## config.mk

```make
export PLATFORM = sky130hd
export DESIGN_NAME = ehcx_config_ext
export DESIGN_NICKNAME = d
export VERILOG_FILES = /design/src/ehcx_pkg.sv /design/src/ehcx_config_ext.sv /design/src/ehcx_frame_counter.sv
export SDC_FILE = /design/constraint.sdc
export NUM_CORES = 1
export LEC_CHECK = 0
export ABC_AREA = 1
export CAP_MARGIN = 20
export CORE_MARGIN = 2
export CORE_UTILIZATION = 50
export CTS_CLUSTER_SIZE = 40
export DETAILED_ROUTE_END_ITERATION = 10
export DONT_BUFFER_PORTS = 1
export MAX_ROUTING_LAYER = met4
export RECOVER_POWER = 50
export SLEW_MARGIN = 20
export SYNTH_ARGS = -nofsm -noshare
export SYNTH_HDL_FRONTEND = slang
export SYNTH_SLANG_ARGS = --single-unit
```

## constraint.sdc

```tcl
create_clock -name clk -period 2.18 [get_ports clk]
set_input_delay 0.218 -clock clk [delete_from_list [all_inputs] [get_ports clk]]
set_output_delay 0.218 -clock clk [all_outputs]
set_load 0.02 [all_outputs]
```

## src/ehcx_pkg.sv

```systemverilog
package ehcx_pkg;

   // Configuration offsets, byte addresses
   localparam logic [7:0]  EHCX_OFF_CAP_PTR   = 8'h34;
   localparam logic [7:0]  EHCX_OFF_RELEASE   = 8'h60;
   localparam logic [7:0]  EHCX_OFF_TRIM      = 8'h61;
   localparam logic [7:0]  EHCX_OFF_WAKE      = 8'h62;
   localparam logic [7:0]  EHCX_OFF_PM_BASE   = 8'hdc;

   // Offsets inside the power management structure
   localparam logic [7:0]  EHCX_PM_REL_CAPABILITY_IDENTIFIER = 8'h00;
   localparam logic [7:0]  EHCX_PM_REL_NEXT   = 8'h01;
   localparam logic [7:0]  EHCX_PM_REL_PWRCAP = 8'h02;
   localparam logic [7:0]  EHCX_PM_REL_CTLSTS = 8'h04;
   localparam logic [7:0]  EHCX_PM_REL_BRIDGE = 8'h06;
   localparam logic [7:0]  EHCX_PM_REL_DATA   = 8'h07;

   // Dword index width and byte-in-dword width
   localparam int          EHCX_DW_LSB        = 2;
   localparam int          EHCX_DW_W          = 6;

   // Byte lane positions inside a dword
   localparam int          EHCX_LANE0_LSB     = 0;
   localparam int          EHCX_LANE1_LSB     = 8;
   localparam int          EHCX_LANE2_LSB     = 16;
   localparam int          EHCX_LANE3_LSB     = 24;
   localparam int          EHCX_BYTE_W        = 8;

   // Frame length trim field
   localparam int          EHCX_TRIM_W        = 6;
   localparam int          EHCX_TRIM_FIELD_W  = 8;

   // Fixed and reset values
   localparam logic [7:0]  EHCX_RELEASE_VAL   = 8'h20;
   localparam logic [5:0]  EHCX_TRIM_RST      = 6'h20;
   localparam logic [15:0] EHCX_WAKE_RST      = 16'h001f;
   localparam logic [7:0]  EHCX_CAP_PTR_VAL   = 8'hdc;
   localparam logic [7:0]  EHCX_CAPABILITY_IDENTIFIER_VAL    = 8'h01;
   localparam logic [7:0]  EHCX_NEXT_VAL      = 8'h00;

   // Microframe length in counter clock periods
   localparam int          EHCX_LEN_W         = 16;
   localparam logic [15:0] EHCX_FRAME_BASE    = 16'he860;
   localparam logic [15:0] EHCX_TRIM_STEP     = 16'h0010;
   localparam logic [15:0] EHCX_FRAME_MAX     = 16'hec50;
   localparam logic [15:0] EHCX_FRAME_RST     = 16'hea60;

   // Dword indices of the mapped words
   localparam logic [5:0]  EHCX_DW_CAP_PTR    = EHCX_OFF_CAP_PTR[7:2];
   localparam logic [5:0]  EHCX_DW_USB        = EHCX_OFF_RELEASE[7:2];
   localparam logic [5:0]  EHCX_DW_PM         = EHCX_OFF_PM_BASE[7:2];

endpackage
```

## src/ehcx_config_ext.sv

```systemverilog
`timescale 1ns/1ps

module ehcx_config_ext
   import ehcx_pkg::*;
(
   input  wire logic        clk,
   input  wire logic        reset_n,
   input  wire logic [7:0]  cfg_addr,
   input  wire logic        cfg_read,
   input  wire logic        cfg_write,
   input  wire logic [3:0]  cfg_byte_en,
   input  wire logic [31:0] cfg_wdata,
   output      logic [31:0] cfg_rdata,
   output      logic        cfg_rvalid,
   output      logic        microframe_start,
   output      logic [15:0] microframe_length
);

   typedef struct packed {
      logic [EHCX_TRIM_W-1:0] trim;
      logic [15:0]            wake_mask;
      logic [31:0]            rdata;
      logic                   rvalid;
   } ehcx_cfg_state_t;

   ehcx_cfg_state_t cfg_reg;
   ehcx_cfg_state_t cfg_next;

   logic [EHCX_DW_W-1:0] dword;
   logic                 hit_usb;
   logic                 hit_cap_ptr;
   logic                 hit_pm;
   logic [31:0]          usb_word;
   logic [31:0]          pm_word;
   logic [31:0]          cap_ptr_word;

   // Dword decode; byte lanes pick the bytes inside the word
   assign dword       = cfg_addr[EHCX_DW_LSB +: EHCX_DW_W];
   assign hit_usb     = (dword == EHCX_DW_USB);
   assign hit_cap_ptr = (dword == EHCX_DW_CAP_PTR);
   assign hit_pm      = (dword == EHCX_DW_PM);

   // Word at 60h: release, trim with zero top bits, wake mask
   always_comb begin
      usb_word = '0;
      usb_word[EHCX_LANE0_LSB +: EHCX_BYTE_W] = EHCX_RELEASE_VAL;
      usb_word[EHCX_LANE1_LSB +: EHCX_TRIM_FIELD_W] =
         EHCX_TRIM_FIELD_W'(cfg_reg.trim);
      usb_word[EHCX_LANE2_LSB +: 16] = cfg_reg.wake_mask;
   end

   // Pointer word: only the low byte is ours, the rest of the header is elsewhere
   always_comb begin
      cap_ptr_word = '0;
      cap_ptr_word[EHCX_LANE0_LSB +: EHCX_BYTE_W] = EHCX_CAP_PTR_VAL;
   end

   // Power management head: identifier then end-of-list pointer
   always_comb begin
      pm_word = '0;
      pm_word[EHCX_LANE0_LSB +: EHCX_BYTE_W] = EHCX_CAPABILITY_IDENTIFIER_VAL;
      pm_word[EHCX_LANE1_LSB +: EHCX_BYTE_W] = EHCX_NEXT_VAL;
   end

   // Read returns the whole word; unmapped words read zero
   always_comb begin
      cfg_next        = cfg_reg;
      cfg_next.rvalid = cfg_read;
      if (cfg_read) begin
         if (hit_usb) begin
            cfg_next.rdata = usb_word;
         end else if (hit_cap_ptr) begin
            cfg_next.rdata = cap_ptr_word;
         end else if (hit_pm) begin
            cfg_next.rdata = pm_word;
         end else begin
            cfg_next.rdata = '0;
         end
      end
      // Writes to read-only bytes and to unmapped words are dropped
      if (cfg_write && hit_usb) begin
         if (cfg_byte_en[1]) begin
            cfg_next.trim = cfg_wdata[EHCX_LANE1_LSB +: EHCX_TRIM_W];
         end
         if (cfg_byte_en[2]) begin
            cfg_next.wake_mask[7:0] = cfg_wdata[EHCX_LANE2_LSB +: EHCX_BYTE_W];
         end
         if (cfg_byte_en[3]) begin
            cfg_next.wake_mask[15:8] = cfg_wdata[EHCX_LANE3_LSB +: EHCX_BYTE_W];
         end
      end
   end

   always_ff @(posedge clk or negedge reset_n) begin
      if (!reset_n) begin
         cfg_reg.trim      <= EHCX_TRIM_RST;
         cfg_reg.wake_mask <= EHCX_WAKE_RST;
         cfg_reg.rdata     <= '0;
         cfg_reg.rvalid    <= 1'b0;
      end else begin
         cfg_reg <= cfg_next;
      end
   end

   assign cfg_rdata  = cfg_reg.rdata;
   assign cfg_rvalid = cfg_reg.rvalid;

   // Only trim reaches the counter; the wake mask stays a plain store
   ehcx_frame_counter u_frame_counter (
      .clk               (clk),
      .reset_n           (reset_n),
      .trim              (cfg_reg.trim),
      .microframe_start  (microframe_start),
      .microframe_length (microframe_length)
   );

   a_release_fixed: assert property (
      @(posedge clk) disable iff (!reset_n)
      (cfg_read && hit_usb) |=> cfg_rvalid &&
         cfg_rdata[EHCX_LANE0_LSB +: EHCX_BYTE_W] == EHCX_RELEASE_VAL)
      else $error("release number byte is not 20h");

   a_trim_top_zero: assert property (
      @(posedge clk) disable iff (!reset_n)
      (cfg_read && hit_usb) |=> cfg_rdata[EHCX_LANE1_LSB + EHCX_TRIM_W +: 2] == 2'h0)
      else $error("reserved trim bits read nonzero");

   a_trim_write: assert property (
      @(posedge clk) disable iff (!reset_n)
      (cfg_write && hit_usb && cfg_byte_en[1]) |=> cfg_reg.trim ==
         $past(cfg_wdata[EHCX_LANE1_LSB +: EHCX_TRIM_W]))
      else $error("trim write not stored");

   a_trim_hold: assert property (
      @(posedge clk) disable iff (!reset_n)
      !(cfg_write && hit_usb && cfg_byte_en[1]) |=> $stable(cfg_reg.trim))
      else $error("trim changed without a write");

   a_wake_write: assert property (
      @(posedge clk) disable iff (!reset_n)
      (cfg_write && hit_usb && cfg_byte_en[3]) |=> cfg_reg.wake_mask[15:8] ==
         $past(cfg_wdata[EHCX_LANE3_LSB +: EHCX_BYTE_W]))
      else $error("wake mask high byte not stored");

   a_wake_readback: assert property (
      @(posedge clk) disable iff (!reset_n)
      (cfg_read && hit_usb) |=> cfg_rdata[EHCX_LANE2_LSB +: 16] == $past(cfg_reg.wake_mask))
      else $error("wake mask read mismatch");

   a_cap_pointer: assert property (
      @(posedge clk) disable iff (!reset_n)
      (cfg_read && hit_cap_ptr) |=> cfg_rdata == 32'(EHCX_CAP_PTR_VAL))
      else $error("capabilities pointer is not DCh");

   a_cap_head: assert property (
      @(posedge clk) disable iff (!reset_n)
      (cfg_read && hit_pm) |=> cfg_rdata[EHCX_LANE0_LSB +: EHCX_BYTE_W] == EHCX_CAPABILITY_IDENTIFIER_VAL
         && cfg_rdata[EHCX_LANE1_LSB +: EHCX_BYTE_W] == EHCX_NEXT_VAL)
      else $error("capability head bytes wrong");

   a_unmapped_zero: assert property (
      @(posedge clk) disable iff (!reset_n)
      (cfg_read && !hit_usb && !hit_cap_ptr && !hit_pm) |=> cfg_rdata == 32'h0000_0000)
      else $error("unmapped word read nonzero");

   a_rvalid_pulse: assert property (
      @(posedge clk) disable iff (!reset_n)
      cfg_read |=> cfg_rvalid ##1 (cfg_rvalid == $past(cfg_read)))
      else $error("read strobe not answered next cycle");

   a_trim_default: assert property (
      @(posedge clk)
      $rose(reset_n) |-> cfg_reg.trim == EHCX_TRIM_RST && cfg_reg.wake_mask == EHCX_WAKE_RST)
      else $error("reset values wrong");

endmodule

```

## src/ehcx_frame_counter.sv

```systemverilog
`timescale 1ns/1ps

module ehcx_frame_counter
   import ehcx_pkg::*;
(
   input  wire logic                  clk,
   input  wire logic                  reset_n,
   input  wire logic [EHCX_TRIM_W-1:0] trim,
   output      logic                  microframe_start,
   output      logic [EHCX_LEN_W-1:0] microframe_length
);

   typedef struct packed {
      logic [EHCX_LEN_W-1:0] count;
      logic [EHCX_LEN_W-1:0] length;
      logic                  start;
   } ehcx_fc_state_t;

   ehcx_fc_state_t fc_reg;
   ehcx_fc_state_t fc_next;
   logic [EHCX_LEN_W-1:0] new_length;
   logic                  last_period;

   // Length from trim: base plus sixteen bit times per step
   assign new_length  = EHCX_FRAME_BASE + EHCX_LEN_W'(trim) * EHCX_TRIM_STEP;
   assign last_period = (fc_reg.count == fc_reg.length - EHCX_LEN_W'(1));

   // Length reloads only at a boundary so a running frame keeps its size
   always_comb begin
      fc_next       = fc_reg;
      fc_next.start = 1'b0;
      if (last_period) begin
         fc_next.count  = '0;
         fc_next.length = new_length;
         fc_next.start  = 1'b1;
      end else begin
         fc_next.count = fc_reg.count + EHCX_LEN_W'(1);
      end
   end

   always_ff @(posedge clk or negedge reset_n) begin
      if (!reset_n) begin
         fc_reg.count  <= '0;
         fc_reg.length <= EHCX_FRAME_RST;
         fc_reg.start  <= 1'b0;
      end else begin
         fc_reg <= fc_next;
      end
   end

   assign microframe_start  = fc_reg.start;
   assign microframe_length = fc_reg.length;

   // Helper: cycles since last start, and whether one was seen
   logic [EHCX_LEN_W-1:0] gap_reg;
   logic                  seen_reg;
   always_ff @(posedge clk or negedge reset_n) begin
      if (!reset_n) begin
         gap_reg  <= '0;
         seen_reg <= 1'b0;
      end else begin
         gap_reg  <= fc_reg.start ? EHCX_LEN_W'(1) : gap_reg + EHCX_LEN_W'(1);
         seen_reg <= seen_reg | fc_reg.start;
      end
   end

   a_period_matches: assert property (
      @(posedge clk) disable iff (!reset_n)
      (microframe_start && seen_reg) |-> gap_reg == $past(microframe_length))
      else $error("microframe period differs from programmed length");

   a_length_loaded: assert property (
      @(posedge clk) disable iff (!reset_n)
      microframe_start |-> microframe_length ==
         $past(EHCX_FRAME_BASE + EHCX_LEN_W'(trim) * EHCX_TRIM_STEP))
      else $error("loaded length does not follow trim");

   a_length_steady: assert property (
      @(posedge clk) disable iff (!reset_n)
      !last_period |=> $stable(microframe_length))
      else $error("length changed inside a microframe");

   a_length_range: assert property (
      @(posedge clk) disable iff (!reset_n)
      microframe_length >= EHCX_FRAME_BASE && microframe_length <= EHCX_FRAME_MAX)
      else $error("microframe length out of range");

endmodule

```

Yosys cells after proc, flatten, opt, wreduce, memory -nomap -nowiden
Index checks and enable logic that the tools add are counted.
Storage, ports and cells
  register bits: 87
  latch bits: 0
  memory bits (writable): 0
  ROM bits: 0
  input port bits: 48
  output and inout port bits: 50
  word-level logic and storage cells: 24
  memories: 0
Cells by class
  add/sub/neg operators: 3
  multiply operators: 0
  div/mod/pow operators: 0
  $lt $le $gt $ge: 0
  equal/unequal tests: 4
  shifts and indexed selects: 0
  muxes and demuxes: 5
  bitwise gates (word level): 0
  reductions and logical operators: 4
Operators with widths (count)
  $mux W32: 1
  $add A16 B1 Y16 const B: 1
  $eq A16 B16 Y1: 1
  $mux W16: 1
  $sub A16 B1 Y16 const B: 1
  $add A14 B11 Y15 const A: 1
  $mux W8: 1
  $eq A6 B4 Y1 const B: 1
  $eq A6 B5 Y1 const B: 1
  $eq A6 B6 Y1 const B: 1
  $reduce_and A2 Y1: 3
  $mux W1: 2
  $logic_and A1 B1 Y1: 1

Longest topological paths before layout
Gate-level depths: netlist of run 1.
  depth in word-level cells: 4
  depth in mapped cells: 13
  gate-level depth less buffers: 12

Cells and area by module
Synthesis of run 1 repeated with hierarchy kept, for this count alone.
Second synthesis, totals
  cells, all modules: 505
  area total of the unflattened synthesis: 3992.6 µm²
By module, submodules not included
  ehcx_config_ext: times used 1, cells each 250, area an instance 2229.6 µm², sequential area each 1208.7 µm²
  ehcx_frame_counter: times used 1, cells each 255, area an instance 1762.9 µm², sequential area each 604.3 µm²

Worst setup path before layout of run 1
No wires, ideal clock.
  path type: reg-to-reg
  start: register u_frame_counter.fc_reg, in the netlist u_frame_counter.microframe_length[5]
  end: register u_frame_counter.fc_reg, in the netlist u_frame_counter.microframe_length[7]
  library setup time: 0.117 ns
  arrival time: 1.677 ns
  path slack: 0.386 ns
  stages on the path, launching flop included: 13
  path buffers: 1
  clock period less this slack: 1.794 ns
  cells stage by stage: dfstp_2 > inv_1 > ha_1 > inv_1 > nand2_1 > nand2_1 > nor2_2 > nand3_2 > nor2_4 > nand3_2 > buf_6 > nand2_1 > nand2_1
Between the ends
  word-level cells in the longest chain between the ends: 2
Ends and longest elaborated chain
  from (decl): line ehcx_frame_counter.sv:19  | ehcx_fc_state_t fc_reg;
  from (signal assigned): line ehcx_frame_counter.sv:47  | fc_reg <= fc_next;
  $sub A16 B1 Y16: line ehcx_frame_counter.sv:26  | assign last_period = (fc_reg.count == fc_reg.length - EHCX_LEN_W'(1));
  $eq A16 B16 Y1: line ehcx_frame_counter.sv:26
Every way passes these cells.
A chain may end at the register's enable or synchronous reset.

==> results of run 1 <==
[metrics by stage]
step                instance area, sq um  power [mW]  setup slack (ns)  hold WS, ns   util
global placement                    3580        1.51             0.227      -0.0762  0.491
floorplan                           3830        1.52             0.386      -0.0776      -
finish                              4090        2.70             0.241       0.0167  0.561
detailed placement                  3580        1.51             0.177      -0.0759  0.491
global route                        4090        2.81            0.0404      0.00634  0.561
CTS                                 4100        2.74             0.160     0.000118  0.563
[critical path, cell delays in order (launching register included)]
cell                      delay (ns)
sky130_fd_sc_hd__dfstp_2        0.53
sky130_fd_sc_hd__inv_1          0.05
sky130_fd_sc_hd__ha_1           0.23
sky130_fd_sc_hd__inv_1          0.07
sky130_fd_sc_hd__nand2_1        0.07
sky130_fd_sc_hd__nand2_1        0.08
sky130_fd_sc_hd__nand2_1        0.04
sky130_fd_sc_hd__nand2_1        0.09
sky130_fd_sc_hd__nand3_2        0.10
sky130_fd_sc_hd__nor2_1         0.10
sky130_fd_sc_hd__nand2_1        0.09
sky130_fd_sc_hd__nor2_4         0.26
sky130_fd_sc_hd__nor2_1         0.09
[routing by layer]
layer	vias up	wire length (um)	GRT usage
met5	-	0	-
met4	0	136	0.0821
met3	12	333	0.0432
met2	61	3360	0.312
met1	1248	3330	0.244
li1	1365	-	-
[cell usage after synthesis]
cell	n	area [sq um]
sky130_fd_sc_hd__conb_1	2	7.51
sky130_fd_sc_hd__a21oi_1	4	20.0
sky130_fd_sc_hd__buf_4	48	360
sky130_fd_sc_hd__nor2_2	5	31.3
sky130_fd_sc_hd__o41ai_1	1	8.76
sky130_fd_sc_hd__nor2_4	3	33.8
sky130_fd_sc_hd__xnor2_1	3	26.3
sky130_fd_sc_hd__nand3_2	2	20.0
sky130_fd_sc_hd__clkbuf_1	5	18.8
sky130_fd_sc_hd__nor3_1	4	20.0
sky130_fd_sc_hd__clkinv_1	1	3.75
sky130_fd_sc_hd__nand2_2	7	43.8
sky130_fd_sc_hd__nand3_1	29	145
sky130_fd_sc_hd__nand4_1	13	81.3
sky130_fd_sc_hd__dfstp_2	9	236
sky130_fd_sc_hd__nor2_1	42	158
sky130_fd_sc_hd__nand2_1	119	447
sky130_fd_sc_hd__a22o_1	18	158
sky130_fd_sc_hd__nand4_2	1	12.5
sky130_fd_sc_hd__buf_6	1	11.3
sky130_fd_sc_hd__nand3b_1	2	15.0
sky130_fd_sc_hd__xor2_1	13	114
sky130_fd_sc_hd__dfrtp_1	63	1580
sky130_fd_sc_hd__o21bai_1	1	7.51
sky130_fd_sc_hd__buf_2	3	15.0
sky130_fd_sc_hd__inv_2	6	22.5
sky130_fd_sc_hd__inv_1	35	131
sky130_fd_sc_hd__ha_1	3	37.5
sky130_fd_sc_hd__o21ai_0	7	35.0
[power breakdown]
part           leakage [nW]  internal, mW  switching (mW)
logic                 0.989        0.0422          0.0882
registers             0.938          1.38          0.0250
clock network         0.110         0.676           0.493
[cells by family after synthesis]
family	share of synthesized area
AND/OR/NAND/NOR	0.265
buffers and inverters	0.148
flip-flops	0.477
AO/OA/AOI/OAI	0.0603
XOR/XNOR	0.0369
adder cells (fa/ha/maj)	0.00989
other	0.00198
[how the worst max path moves through the flow]
stage	from	to	slack, ns	cells after the start
floorplan	u_frame_counter.microframe_length[5]$_DFFE_PN1N_	u_frame_counter.microframe_length[7]$_DFFE_PN0N_	0.39	12
global placement	u_frame_counter.microframe_length[5]$_DFFE_PN1N_	u_frame_counter.microframe_length[10]$_DFFE_PN0N_	0.23	12
detailed placement	u_frame_counter.microframe_length[5]$_DFFE_PN1N_	u_frame_counter.fc_reg[22]$_DFF_PN0_	0.18	11
CTS	u_frame_counter.microframe_length[5]$_DFFE_PN1N_	u_frame_counter.fc_reg[22]$_DFF_PN0_	0.16	11
global route	reset_n	cfg_rdata[25]$_DFFE_PN0P_	0.04	2
finish	u_frame_counter.microframe_length[5]$_DFFE_PN1N_	u_frame_counter.fc_reg[30]$_DFF_PN0_	0.24	12
[final cells by class]
| class | count | area, sq um |
|---|---|---|
| clock buffers | 11 | 141 |
| clock inverters | 5 | 81.3 |
| fillers | 723 | 3200 |
| inverters | 42 | 158 |
| multi-input cells | 289 | 1470 |
| flip-flops and latches | 72 | 1810 |
| well taps | 99 | 124 |
| repair buffers | 32 | 305 |
[repair_timing]
item,CTS,global route
hold buffers,28,0
setup buffers,0,0
gates resized for setup,0,1
endpoints found under the setup margin,0,7
hold endpoints to repair,86,0
==> results by group, run 1 <==
Final layout
  • Fraction of final layout cells with drive strength greater than 1: 0.118
  • Non-filler instance count after layout: 550
  • Area Growth Syn to Fin: 7.68%
  • NumNets Final: 497
  • N_diodes: 0
  • Most common library cell in the layout ignoring fill and taps: sky130_fd_sc_hd__nand2_1
  • Max reg flops: 25
  • Most frequent cells in the layout: sky130_fd_sc_hd__nand2_1, sky130_fd_sc_hd__dfrtp_1, sky130_fd_sc_hd__nor2_1

Routing
  • Initial DRC count: 122
  • Routed length per instance: 13.0 um
  • Drt first pass iters: 4
  • Total number of vias: 2,686
  • Number of routed nets with antenna violations: 0
  • DRC violation count after routing: 0
  • Wirelength, routed: 7.16 mm
  • Via-to-Cell Ratio: 4.88

Floorplanning
  • Floorplan die height: 91.2 um
  • Core Footprint: 0.00729 sq mm
  • Top-Level Pins: 98
  • Starting density of the core: 0.521
  • Die X: 91.2 um
  • Die outline area: 0.00831 sq mm
  • Row cnt: 31

Critical path
  • Startpoint of the lowest-slack register-to-register path: u_frame_counter.microframe_length[5]$_DFFE_PN1N_
  • Reg-to-reg slack, setup: 0.24 ns
  • Worst reg-to-reg path cell count: 12
  • Capture point of the worst reg-to-reg path: u_frame_counter.fc_reg[30]$_DFF_PN0_
  • CP endpoint kind: register
  • Max FO, Critical Path: 10
  • Worst EP arrival: 2.16 ns
  • Startpoint class of the critical path: register
  • Setup CP Type: reg -> reg
  • Critical Path RT: 2.40 ns

Power
  • Leakage power: 2.04 nW
  • Power density relative to cell area: 661 mW/mm^2
  • Worst IR Drop VDD: 0.488 mV

Status
  • Status: finished with violations
  • Failing checks: max-capacitance violations, max-slew violations

Timing
  • Sum of negative setup slack: 0 ns
  • Max Transition Viols Final: 73
  • Maximum clock frequency: 516 MHz
  • Count of final setup violators: 0
  • Post-route clock period utilization: 0.889
  • Fin Clk Skew: 0.0118 ns
  • Final hold viol count: 0
  • Pin slew with the least headroom to its limit: 1.56 ns
  • Min Clock Period, post-route: 1.94 ns
  • Worst max-slew margin expressed relative to the limit: -0.0370
  • Setup repair after global routing missed its margin: false

Job
  • Max-cap viol count: 1

Global routing
  • Total track usage: 0.196
  • Maximum number of pins on one net before global-route repair: 73
  • Overall overflow remaining after global route: 0
  • Via count of the first global-routing pass: 2,661
  • Antenna violations before repair: 0
  • Wire length of the first global-routing pass: 12.7 mm

Clock network
  • CTS buffer count: 9
  • Cell chosen for the clock root: sky130_fd_sc_hd__clkbuf_8
  • Clk sink count: 72
  • Maximum buffer depth of the clock tree: 2
  • H-tree depth reported by CTS: 3
  • Clock insertion delay at the later pin of the skew report: 0.35 ns
  • Clock slew seen by the registers of the worst setup and hold paths: 0.07 ns
  • Clock tree from TritonCTS: yes

Hold path
  • Class of the worst hold path: in -> reg
  • Worst Hold Path Cells: 2
  • Source of the worst hold timing path: cfg_wdata[26]
  • WHS Endpoint: cfg_reg[43]$_DFFE_PN0P_

Logic synthesis
  • Combined area of all synthesized cells: 0.00380 sq mm
  • Sequential cell area fraction in the yosys report: 0.477
  • Synthesis-stage register bit count: 72
  • Syn. warnings: 0
  • Number of distinct standard cells referenced by the synthesized netlist: 29
  • Instance count of the mapped netlist: 450
  • Post-Syn Area per Cell: 8.44 sq um

Place
  • Gp weighted congestion: 0.847
  • Count of placed standard cells including taps: 506
  • HPWL reported at the end of detailed placement: 4.89 mm
  • PortBufs: 0
(Power assumes the default switching activity.)
==> run 2, diff against run 1 <==
--- a/config.mk
+++ b/config.mk
@@ -9,6 +9,7 @@
 export CAP_MARGIN = 20
 export CORE_MARGIN = 2
 export CORE_UTILIZATION = 50
+export CTS_BUF_LIST = sky130_fd_sc_hd__clkbuf_4
 export CTS_CLUSTER_SIZE = 40
 export DETAILED_ROUTE_END_ITERATION = 10
 export DONT_BUFFER_PORTS = 1
==> run 2 against run 1 <==
Largest cell class unchanged. Count of clock-buffer cells in the layout fell by 1. Maximum frequency about the same. Worst hold slack better by 0.087 ns. Die area stayed put. Flip-flop and latch count stayed put. Global-route usage increased by 0.83 points. Clock power down 19%. Via count rose by 3.2%. Sequential power hardly changed. Sequential share of layout area shrank 1.3 points. The run still ends with max-capacitance violations, max-slew violations left. Core utilization increased by 1.7 points. Critical path depth decreased by 1.
==> results by group, run 2 (same netlist as run 1, synthesis figures left out) <==
Job
  • Max-cap viol count: 1 (unchanged)

Place
  • Gp weighted congestion: 0.847 (unchanged)
  • PortBufs: 0 (unchanged)
  • HPWL reported at the end of detailed placement: 4.89 mm (unchanged)
  • DP Worst Slack: 0.177 ns (unchanged)

Critical path
  • Max FO, Critical Path: 10 (unchanged)
  • Reg-to-reg slack, setup: 0.24 ns (about the same)
  • Slowest cell delay on critical path: 0.54 ns (was 0.53 ns)
  • Startpoint class of the critical path: register (unchanged)
  • CP dominant cell by count: sky130_fd_sc_hd__nand2_1 (unchanged)
  • Setup CP Type: reg -> reg (unchanged)
  • Slowest library cell on the worst path: sky130_fd_sc_hd__dfstp_2 (unchanged)
  • Critical Path RT: 2.46 ns (was 2.40 ns)
  • Startpoint of the lowest-slack register-to-register path: u_frame_counter.microframe_length[5]$_DFFE_PN1N_ (unchanged)
  • Worst reg-to-reg path cell count: 11 (was 12)
  • Capture point of the worst reg-to-reg path: u_frame_counter.fc_reg[30]$_DFF_PN0_ (unchanged)
  • CP Cell Sequence: inv_1 -> ha_1 -> inv_1 -> nand2_1 -> nand2_1 -> nor2_2 -> nand3_2 -> nor2_1 -> nand2_1 -> nor2_4 -> nor2_1 (was inv_1 -> ha_1 -> inv_1 -> nand2_1 -> nand2_1 -> nand2_1 -> nand2_1 -> nand3_2 -> nor2_1 -> nand2_1 -> nor2_4 -> nor2_1)
  • Worst EP arrival: 2.22 ns (was 2.16 ns)
  • CP endpoint kind: register (unchanged)

Routing
  • Drt first pass iters: 4 (unchanged)
  • DRC violation count after routing: 0 (unchanged)
  • Number of routed nets with antenna violations: 0 (unchanged)
  • Via-to-Cell Ratio: 4.87 (was 4.88)
  • Wirelength, routed: 7.41 mm (was 7.16 mm)
  • Initial DRC count: 142 (was 122)
  • Total number of vias: 2,771 (was 2,686)
  • Routed length per instance: 13.0 um (about the same)

Final layout
  • N_diodes: 0 (unchanged)
  • Max reg flops: 25 (unchanged)
  • Area used by multi-input combinational logic: 0.00146 sq mm (was 0.00147 sq mm)
  • Area Growth Syn to Fin: 11.0% (was 7.68%)
  • Most common library cell in the layout ignoring fill and taps: sky130_fd_sc_hd__nand2_1 (unchanged)
  • Most frequent cells in the layout: sky130_fd_sc_hd__nand2_1, sky130_fd_sc_hd__dfrtp_1, sky130_fd_sc_hd__dlygate4sd3_1 (was sky130_fd_sc_hd__nand2_1, sky130_fd_sc_hd__dfrtp_1, sky130_fd_sc_hd__nor2_1)
  • NumNets Final: 516 (was 497)
  • Count of filler cells inserted in the layout: 706 (was 723)
  • Sequential Area: 0.00181 sq mm (unchanged)
  • Fraction of final layout cells with drive strength greater than 1: 0.111 (was 0.118)

Timing
  • Min Clock Period, post-route: 1.94 ns (about the same)
  • Final hold viol count: 0 (unchanged)
  • Worst Setup Slack, final: 0.242 ns (was 0.241 ns)
  • Setup repair after global routing missed its margin: false (unchanged)
  • Maximum clock frequency: 516 MHz (about the same)
  • Worst max-slew margin expressed relative to the limit: -0.0427 (was -0.0370)
  • Fin Clk Skew: 0.0223 ns (was 0.0118 ns)
  • Post-route clock period utilization: 0.889 (about the same)
  • Pin slew with the least headroom to its limit: 1.56 ns (about the same)
  • Max Transition Viols Final: 73 (unchanged)
  • Sum of negative setup slack: 0 ns (unchanged)
  • Count of final setup violators: 0 (unchanged)

Global routing
  • Overall overflow remaining after global route: 0 (unchanged)
  • Via count of the first global-routing pass: 2,724 (was 2,661)
  • Wire length of the first global-routing pass: 13.2 mm (was 12.7 mm)
  • Maximum number of pins on one net before global-route repair: 73 (unchanged)
  • Total track usage: 0.205 (was 0.196)
  • Antenna violations before repair: 0 (unchanged)

Status
  • Status: finished with violations (unchanged)
  • Failing checks: max-capacitance violations, max-slew violations (unchanged)

Floorplanning
  • Die X: 91.2 um (unchanged)
  • Core Footprint: 0.00729 sq mm (unchanged)
  • Row cnt: 31 (unchanged)
  • Die outline area: 0.00831 sq mm (unchanged)
  • Floorplan die height: 91.2 um (unchanged)
  • Starting density of the core: 0.521 (unchanged)
  • Top-Level Pins: 98 (unchanged)

Clock network
  • CTS buffer count: 9 (unchanged)
  • Number of buffers added for setup after CTS: 0 (unchanged)
  • Cell chosen for the clock root: sky130_fd_sc_hd__clkbuf_4 (was sky130_fd_sc_hd__clkbuf_8)
  • Clock tree from TritonCTS: yes (unchanged)
  • Clk sink count: 72 (unchanged)
  • Clock insertion delay at the later pin of the skew report: 0.41 ns (was 0.35 ns)
  • Maximum buffer depth of the clock tree: 2 (unchanged)
  • Clock slew seen by the registers of the worst setup and hold paths: 0.12 ns (was 0.07 ns)
  • H-tree depth reported by CTS: 3 (unchanged)

Power
  • Psw: 0.585 mW (was 0.606 mW)
  • Combinational power share: 0.059 (was 0.048)
  • Leakage power: 2.07 nW (was 2.04 nW)
  • Final Total Pwr: 2.49 mW (was 2.70 mW)
  • Worst IR Drop VDD: 0.442 mV (was 0.488 mV)
  • Clock network fraction of design power: 0.378 (was 0.432)
  • Power density relative to cell area: 592 mW/mm^2 (was 661 mW/mm^2)
  • Switching part of the total: 0.235 (was 0.224)
  • Int Pwr: 1.91 mW (was 2.10 mW)
  • Sequential fraction of design power: 0.563 (was 0.519)

Hold path
  • WHS Endpoint: cfg_reg[34]$_DFFE_PN1P_ (was cfg_reg[43]$_DFFE_PN0P_)
  • Class of the worst hold path: in -> reg (unchanged)
  • Source of the worst hold timing path: cfg_byte_en[2] (was cfg_wdata[26])
  • Worst Hold Path Cells: 3 (was 2)
[run 2: cell type report]
type,instances,share of cell area
sequential,72,0.430
clock inverter,6,0.0202
tap,99,0.0294
timing repair buffer,51,0.118
multi-input combinational,289,0.347
clock buffer,10,0.0178
inverter,42,0.0374
[run 2: how the worst max path moves through the flow]
| stage | from | end | slack, ns | cells after the start |
|---|---|---|---|---|
| finish | u_frame_counter.microframe_length[5]$_DFFE_PN1N_ | u_frame_counter.fc_reg[30]$_DFF_PN0_ | 0.24 | 11 |
| global placement | u_frame_counter.microframe_length[5]$_DFFE_PN1N_ | u_frame_counter.microframe_length[10]$_DFFE_PN0N_ | 0.23 | 12 |
| global route | u_frame_counter.microframe_length[5]$_DFFE_PN1N_ | u_frame_counter.fc_reg[30]$_DFF_PN0_ | 0.05 | 12 |
| detailed placement | u_frame_counter.microframe_length[5]$_DFFE_PN1N_ | u_frame_counter.fc_reg[22]$_DFF_PN0_ | 0.18 | 11 |
| CTS | u_frame_counter.microframe_length[5]$_DFFE_PN1N_ | u_frame_counter.fc_reg[22]$_DFF_PN0_ | 0.16 | 11 |
| floorplan | u_frame_counter.microframe_length[5]$_DFFE_PN1N_ | u_frame_counter.microframe_length[7]$_DFFE_PN0N_ | 0.39 | 12 |
[run 2: power by group through the flow]
stage	Sequential [mW]	Clock, mW	Combinational [mW]
CTS	1.40	0.965	0.154
detailed placement	1.43	0	0.0816
finish	1.40	0.942	0.148
global placement	1.43	0	0.0800
global route	1.41	1.03	0.171
floorplan	1.42	0	0.0993
[run 2: through the flow]
step	cells	hold WS, ns	cell area [sq um]	utilization
6_report	569	0.104	4210	0.578
4_1_cts	569	0.0705	4230	0.580
5_1_grt	569	0.0949	4210	0.578
2_1_floorplan	460	-0.0776	3830	-
3_3_place_gp	506	-0.0762	3580	0.491
3_5_place_dp	506	-0.0759	3580	0.491
[run 2: critical path: cells and delay by family, from the launching register on]
family,cells,cell delay (ns)
buffers and inverters,2,0.10
adder cells (fa/ha/maj),1,0.30
flip-flops,1,0.54
AND/OR/NAND/NOR,8,0.87
[run 2: repair_timing]
action / 4_1_cts / 5_1_grt
hold buffers: 47 / 0
gates resized for setup: 0 / 1
endpoints found under the hold margin: 97 / 0
endpoints found under the setup margin: 0 / 7
[run 2: metal layers]
metal | share of wire | track usage | vias to the layer above | wire, um
met2 | 0.48 | 0.328 | 61 | 3550
met1 | 0.46 | 0.255 | 1296 | 3440
met5 | 0 | - | - | 0
met4 | 0.013 | 0.0644 | 0 | 94
met3 | 0.045 | 0.0539 | 9 | 332
li1 | - | - | 1405 | -
==> run 3, diff against run 2 <==
--- a/config.mk
+++ b/config.mk
@@ -8,14 +8,16 @@
 export ABC_AREA = 1
 export CAP_MARGIN = 20
 export CORE_MARGIN = 2
-export CORE_UTILIZATION = 50
+export CORE_UTILIZATION = 55
 export CTS_BUF_LIST = sky130_fd_sc_hd__clkbuf_4
 export CTS_CLUSTER_SIZE = 40
 export DETAILED_ROUTE_END_ITERATION = 10
 export DONT_BUFFER_PORTS = 1
 export MAX_ROUTING_LAYER = met4
+export PLACE_DENSITY = 0.7
 export RECOVER_POWER = 50
 export SLEW_MARGIN = 20
 export SYNTH_ARGS = -nofsm -noshare
 export SYNTH_HDL_FRONTEND = slang
 export SYNTH_SLANG_ARGS = --single-unit
+export TNS_END_PERCENT = 100
==> run 3 against run 2 <==
The run still ends with max-capacitance violations, max-slew violations left. Wire length fell by 0.45%. Die area decreased by 8.7%. Global-route usage grew 1.9 points. Core utilization rose by 4.3 points. First-iteration DRC count is 27% lower. Clock skew fell by 0.00051 ns. Flip-flop and latch count did not move. Largest power group unchanged.
==> results by group, run 3 (same netlist as run 1, synthesis figures left out) <==
Timing
  • Fin Clk Skew: 0.0218 ns (was 0.0223 ns)
  • Max Transition Viols Final: 73 (unchanged)
  • Min Clock Period, post-route: 1.93 ns (was 1.94 ns)
  • Post-route clock period utilization: 0.885 (was 0.889)
  • Pin slew with the least headroom to its limit: 1.57 ns (was 1.56 ns)
  • Maximum clock frequency: 518 MHz (was 516 MHz)
  • Setup repair after global routing missed its margin: false (unchanged)
  • Count of final setup violators: 0 (unchanged)
  • Sum of negative setup slack: 0 ns (unchanged)
  • Worst Setup Slack, final: 0.251 ns (was 0.242 ns)
  • Post-route worst hold slack: 0.0983 ns (was 0.104 ns)
  • Final hold viol count: 0 (unchanged)
  • Worst max-slew margin expressed relative to the limit: -0.0480 (was -0.0427)

Clock network
  • Number of buffers added for setup after CTS: 0 (unchanged)
  • Cell chosen for the clock root: sky130_fd_sc_hd__clkbuf_4 (unchanged)
  • Clock tree from TritonCTS: yes (unchanged)
  • Clock insertion delay at the later pin of the skew report: 0.41 ns (about the same)
  • Clock slew seen by the registers of the worst setup and hold paths: 0.12 ns (about the same)
  • Maximum buffer depth of the clock tree: 2 (unchanged)
  • CTS buffer count: 9 (unchanged)
  • Clk sink count: 72 (unchanged)
  • H-tree depth reported by CTS: 3 (unchanged)

Job
  • Max-cap viol count: 1 (unchanged)

Critical path
  • Max FO, Critical Path: 10 (unchanged)
  • Source of the critical timing path: u_frame_counter.microframe_length[5]$_DFFE_PN1N_ (unchanged)
  • Startpoint of the lowest-slack register-to-register path: u_frame_counter.microframe_length[5]$_DFFE_PN1N_ (unchanged)
  • Worst EP arrival: 2.21 ns (was 2.22 ns)
  • CP endpoint kind: register (unchanged)
  • Critical Path RT: 2.46 ns (about the same)
  • Worst reg-to-reg path cell count: 12 (was 11)
  • Startpoint class of the critical path: register (unchanged)
  • Setup CP Type: reg -> reg (unchanged)

Routing
  • Number of routed nets with antenna violations: 0 (unchanged)
  • Via-to-Cell Ratio: 5.12 (was 4.87)
  • Total number of vias: 2,817 (was 2,771)
  • Drt first pass iters: 4 (unchanged)
  • DRC violation count after routing: 0 (unchanged)
  • Routed length per instance: 13.4 um (was 13.0 um)
  • Initial DRC count: 104 (was 142)
  • Wirelength, routed: 7.38 mm (was 7.41 mm)

Floorplanning
  • Die X: 87.1 um (was 91.2 um)
  • Starting density of the core: 0.565 (was 0.521)
  • Die outline area: 0.00758 sq mm (was 0.00831 sq mm)
  • Top-Level Pins: 98 (unchanged)
  • Row cnt: 30 (was 31)
  • Floorplan die height: 87.1 um (was 91.2 um)
  • Core Footprint: 0.00672 sq mm (was 0.00729 sq mm)

Final layout
  • NumNets Final: 516 (unchanged)
  • Non-filler instance count after layout: 550 (was 569)
  • Final cell area excluding filler cells: 0.00417 sq mm (was 0.00421 sq mm)
  • Max reg flops: 25 (unchanged)
  • Most frequent cells in the layout: sky130_fd_sc_hd__nand2_1, sky130_fd_sc_hd__dfrtp_1, sky130_fd_sc_hd__dlygate4sd3_1 (unchanged)
  • Count of filler cells inserted in the layout: 573 (was 706)
  • N_diodes: 0 (unchanged)
  • Most common library cell in the layout ignoring fill and taps: sky130_fd_sc_hd__nand2_1 (unchanged)
  • Fraction of final layout cells with drive strength greater than 1: 0.109 (was 0.111)
  • Area Growth Syn to Fin: 9.85% (was 11.0%)

Place
  • Gp weighted congestion: 0.845 (was 0.847)
  • Count of placed standard cells including taps: 487 (was 506)
  • PortBufs: 0 (unchanged)
  • Standard cell area after detailed placement: 0.00356 sq mm (was 0.00358 sq mm)
  • DP Worst Slack: 0.191 ns (was 0.177 ns)
  • HPWL reported at the end of detailed placement: 4.75 mm (was 4.89 mm)

Global routing
  • Via count of the first global-routing pass: 2,874 (was 2,724)
  • Met3 Track Usage GR: 0.0531 (was 0.0539)
  • Overall overflow remaining after global route: 0 (unchanged)
  • Met1 track demand over resource: 0.264 (was 0.255)
  • Wire length of the first global-routing pass: 12.9 mm (was 13.2 mm)
  • Maximum number of pins on one net before global-route repair: 73 (unchanged)
  • Total track usage: 0.224 (was 0.205)
  • Global routing met2 resource utilization: 0.369 (was 0.328)
  • Antenna violations before repair: 0 (unchanged)
  • GR peak layer: met2 (unchanged)

Power
  • Power density relative to cell area: 576 mW/mm^2 (was 592 mW/mm^2)
  • Worst IR Drop VDD: 0.415 mV (was 0.442 mV)
  • Leakage power: 2.06 nW (was 2.07 nW)

Status
  • Status: finished with violations (unchanged)
  • Failing checks: max-capacitance violations, max-slew violations (unchanged)

Hold path
  • Worst Hold Path Cells: 3 (unchanged)
  • Class of the worst hold path: in -> reg (unchanged)
  • Source of the worst hold timing path: cfg_byte_en[2] (unchanged)
-- run 3: cell types whose count changed in the layout (fill, tap and decap cells not counted) --
cell and change:
sky130_fd_sc_hd__buf_4 -1, sky130_fd_sc_hd__bufinv_16 -1, sky130_fd_sc_hd__clkbuf_1 +1, sky130_fd_sc_hd__clkbuf_4 +2, sky130_fd_sc_hd__clkinv_1 -1, sky130_fd_sc_hd__clkinv_2 -1
sky130_fd_sc_hd__clkinv_4 +1, sky130_fd_sc_hd__inv_1 +1, sky130_fd_sc_hd__inv_2 -1
-- run 3: power breakdown --
part | switching [mW] | internal [mW]
sequential | 0.0248 | 1.38
combinational | 0.0928 | 0.0559
clock | 0.459 | 0.393
-- run 3: final timing paths --
| path | endpoint | slack [ns] |
|---|---|---|
| min | cfg_reg[36]$_DFFE_PN1P_ | 0.1 |
| max | u_frame_counter.fc_reg[30]$_DFF_PN0_ | 0.25 |
| min in group asynchronous | u_frame_counter.fc_reg[27]$_DFF_PN0_ | 0.81 |
| min reg2reg | cfg_reg[36]$_DFFE_PN1P_ | 0.47 |
| max reg2reg | u_frame_counter.fc_reg[30]$_DFF_PN0_ | 0.25 |
| max in group asynchronous | cfg_reg[48]$_DFFE_PN0P_ | 0.38 |
-- run 3: area by class of cell --
type | count | area (sq um) | area share
clock buffers | 12 | 90.1 | 0.0216
clock inverters | 4 | 55.1 | 0.0132
inverters | 42 | 158 | 0.0378
multi-input cells | 289 | 1460 | 0.351
flip-flops and latches | 72 | 1810 | 0.435
well taps | 80 | 100 | 0.0240
repair buffers | 51 | 492 | 0.118
-- run 3: critical path, cell delays in order (launching register included) --
cell and delay (ns):
sky130_fd_sc_hd__dfstp_2 0.55, sky130_fd_sc_hd__inv_1 0.06, sky130_fd_sc_hd__ha_1 0.24, sky130_fd_sc_hd__inv_1 0.07
sky130_fd_sc_hd__nand2_1 0.06, sky130_fd_sc_hd__nand2_1 0.07, sky130_fd_sc_hd__nand2_1 0.04, sky130_fd_sc_hd__nand2_1 0.09
sky130_fd_sc_hd__nand3_2 0.10, sky130_fd_sc_hd__nor2_1 0.10, sky130_fd_sc_hd__nand2_1 0.09, sky130_fd_sc_hd__nor2_4 0.26
sky130_fd_sc_hd__nor2_1 0.09
-- run 3: layer usage --
| metal | share of wire | up-vias |
|---|---|---|
| li1 | - | 1403 |
| met1 | 0.44 | 1340 |
| met2 | 0.49 | 61 |
| met3 | 0.041 | 13 |
| met4 | 0.023 | 0 |
| met5 | 0 | - |
-- run 3: metrics by stage --
stage	utilization	total power, mW
3_5_place_dp	0.530	1.51
6_report	0.621	2.40
4_1_cts	0.624	2.43
2_1_floorplan	-	1.52
3_3_place_gp	0.530	1.51
5_1_grt	0.621	2.52
-- run 3: timing repair --
action | 4_1_cts | 5_1_grt
gates resized for setup | 0 | 1
hold endpoints to repair | 97 | 0
hold buffers | 47 | 0
endpoints found under the setup margin | 0 | 8
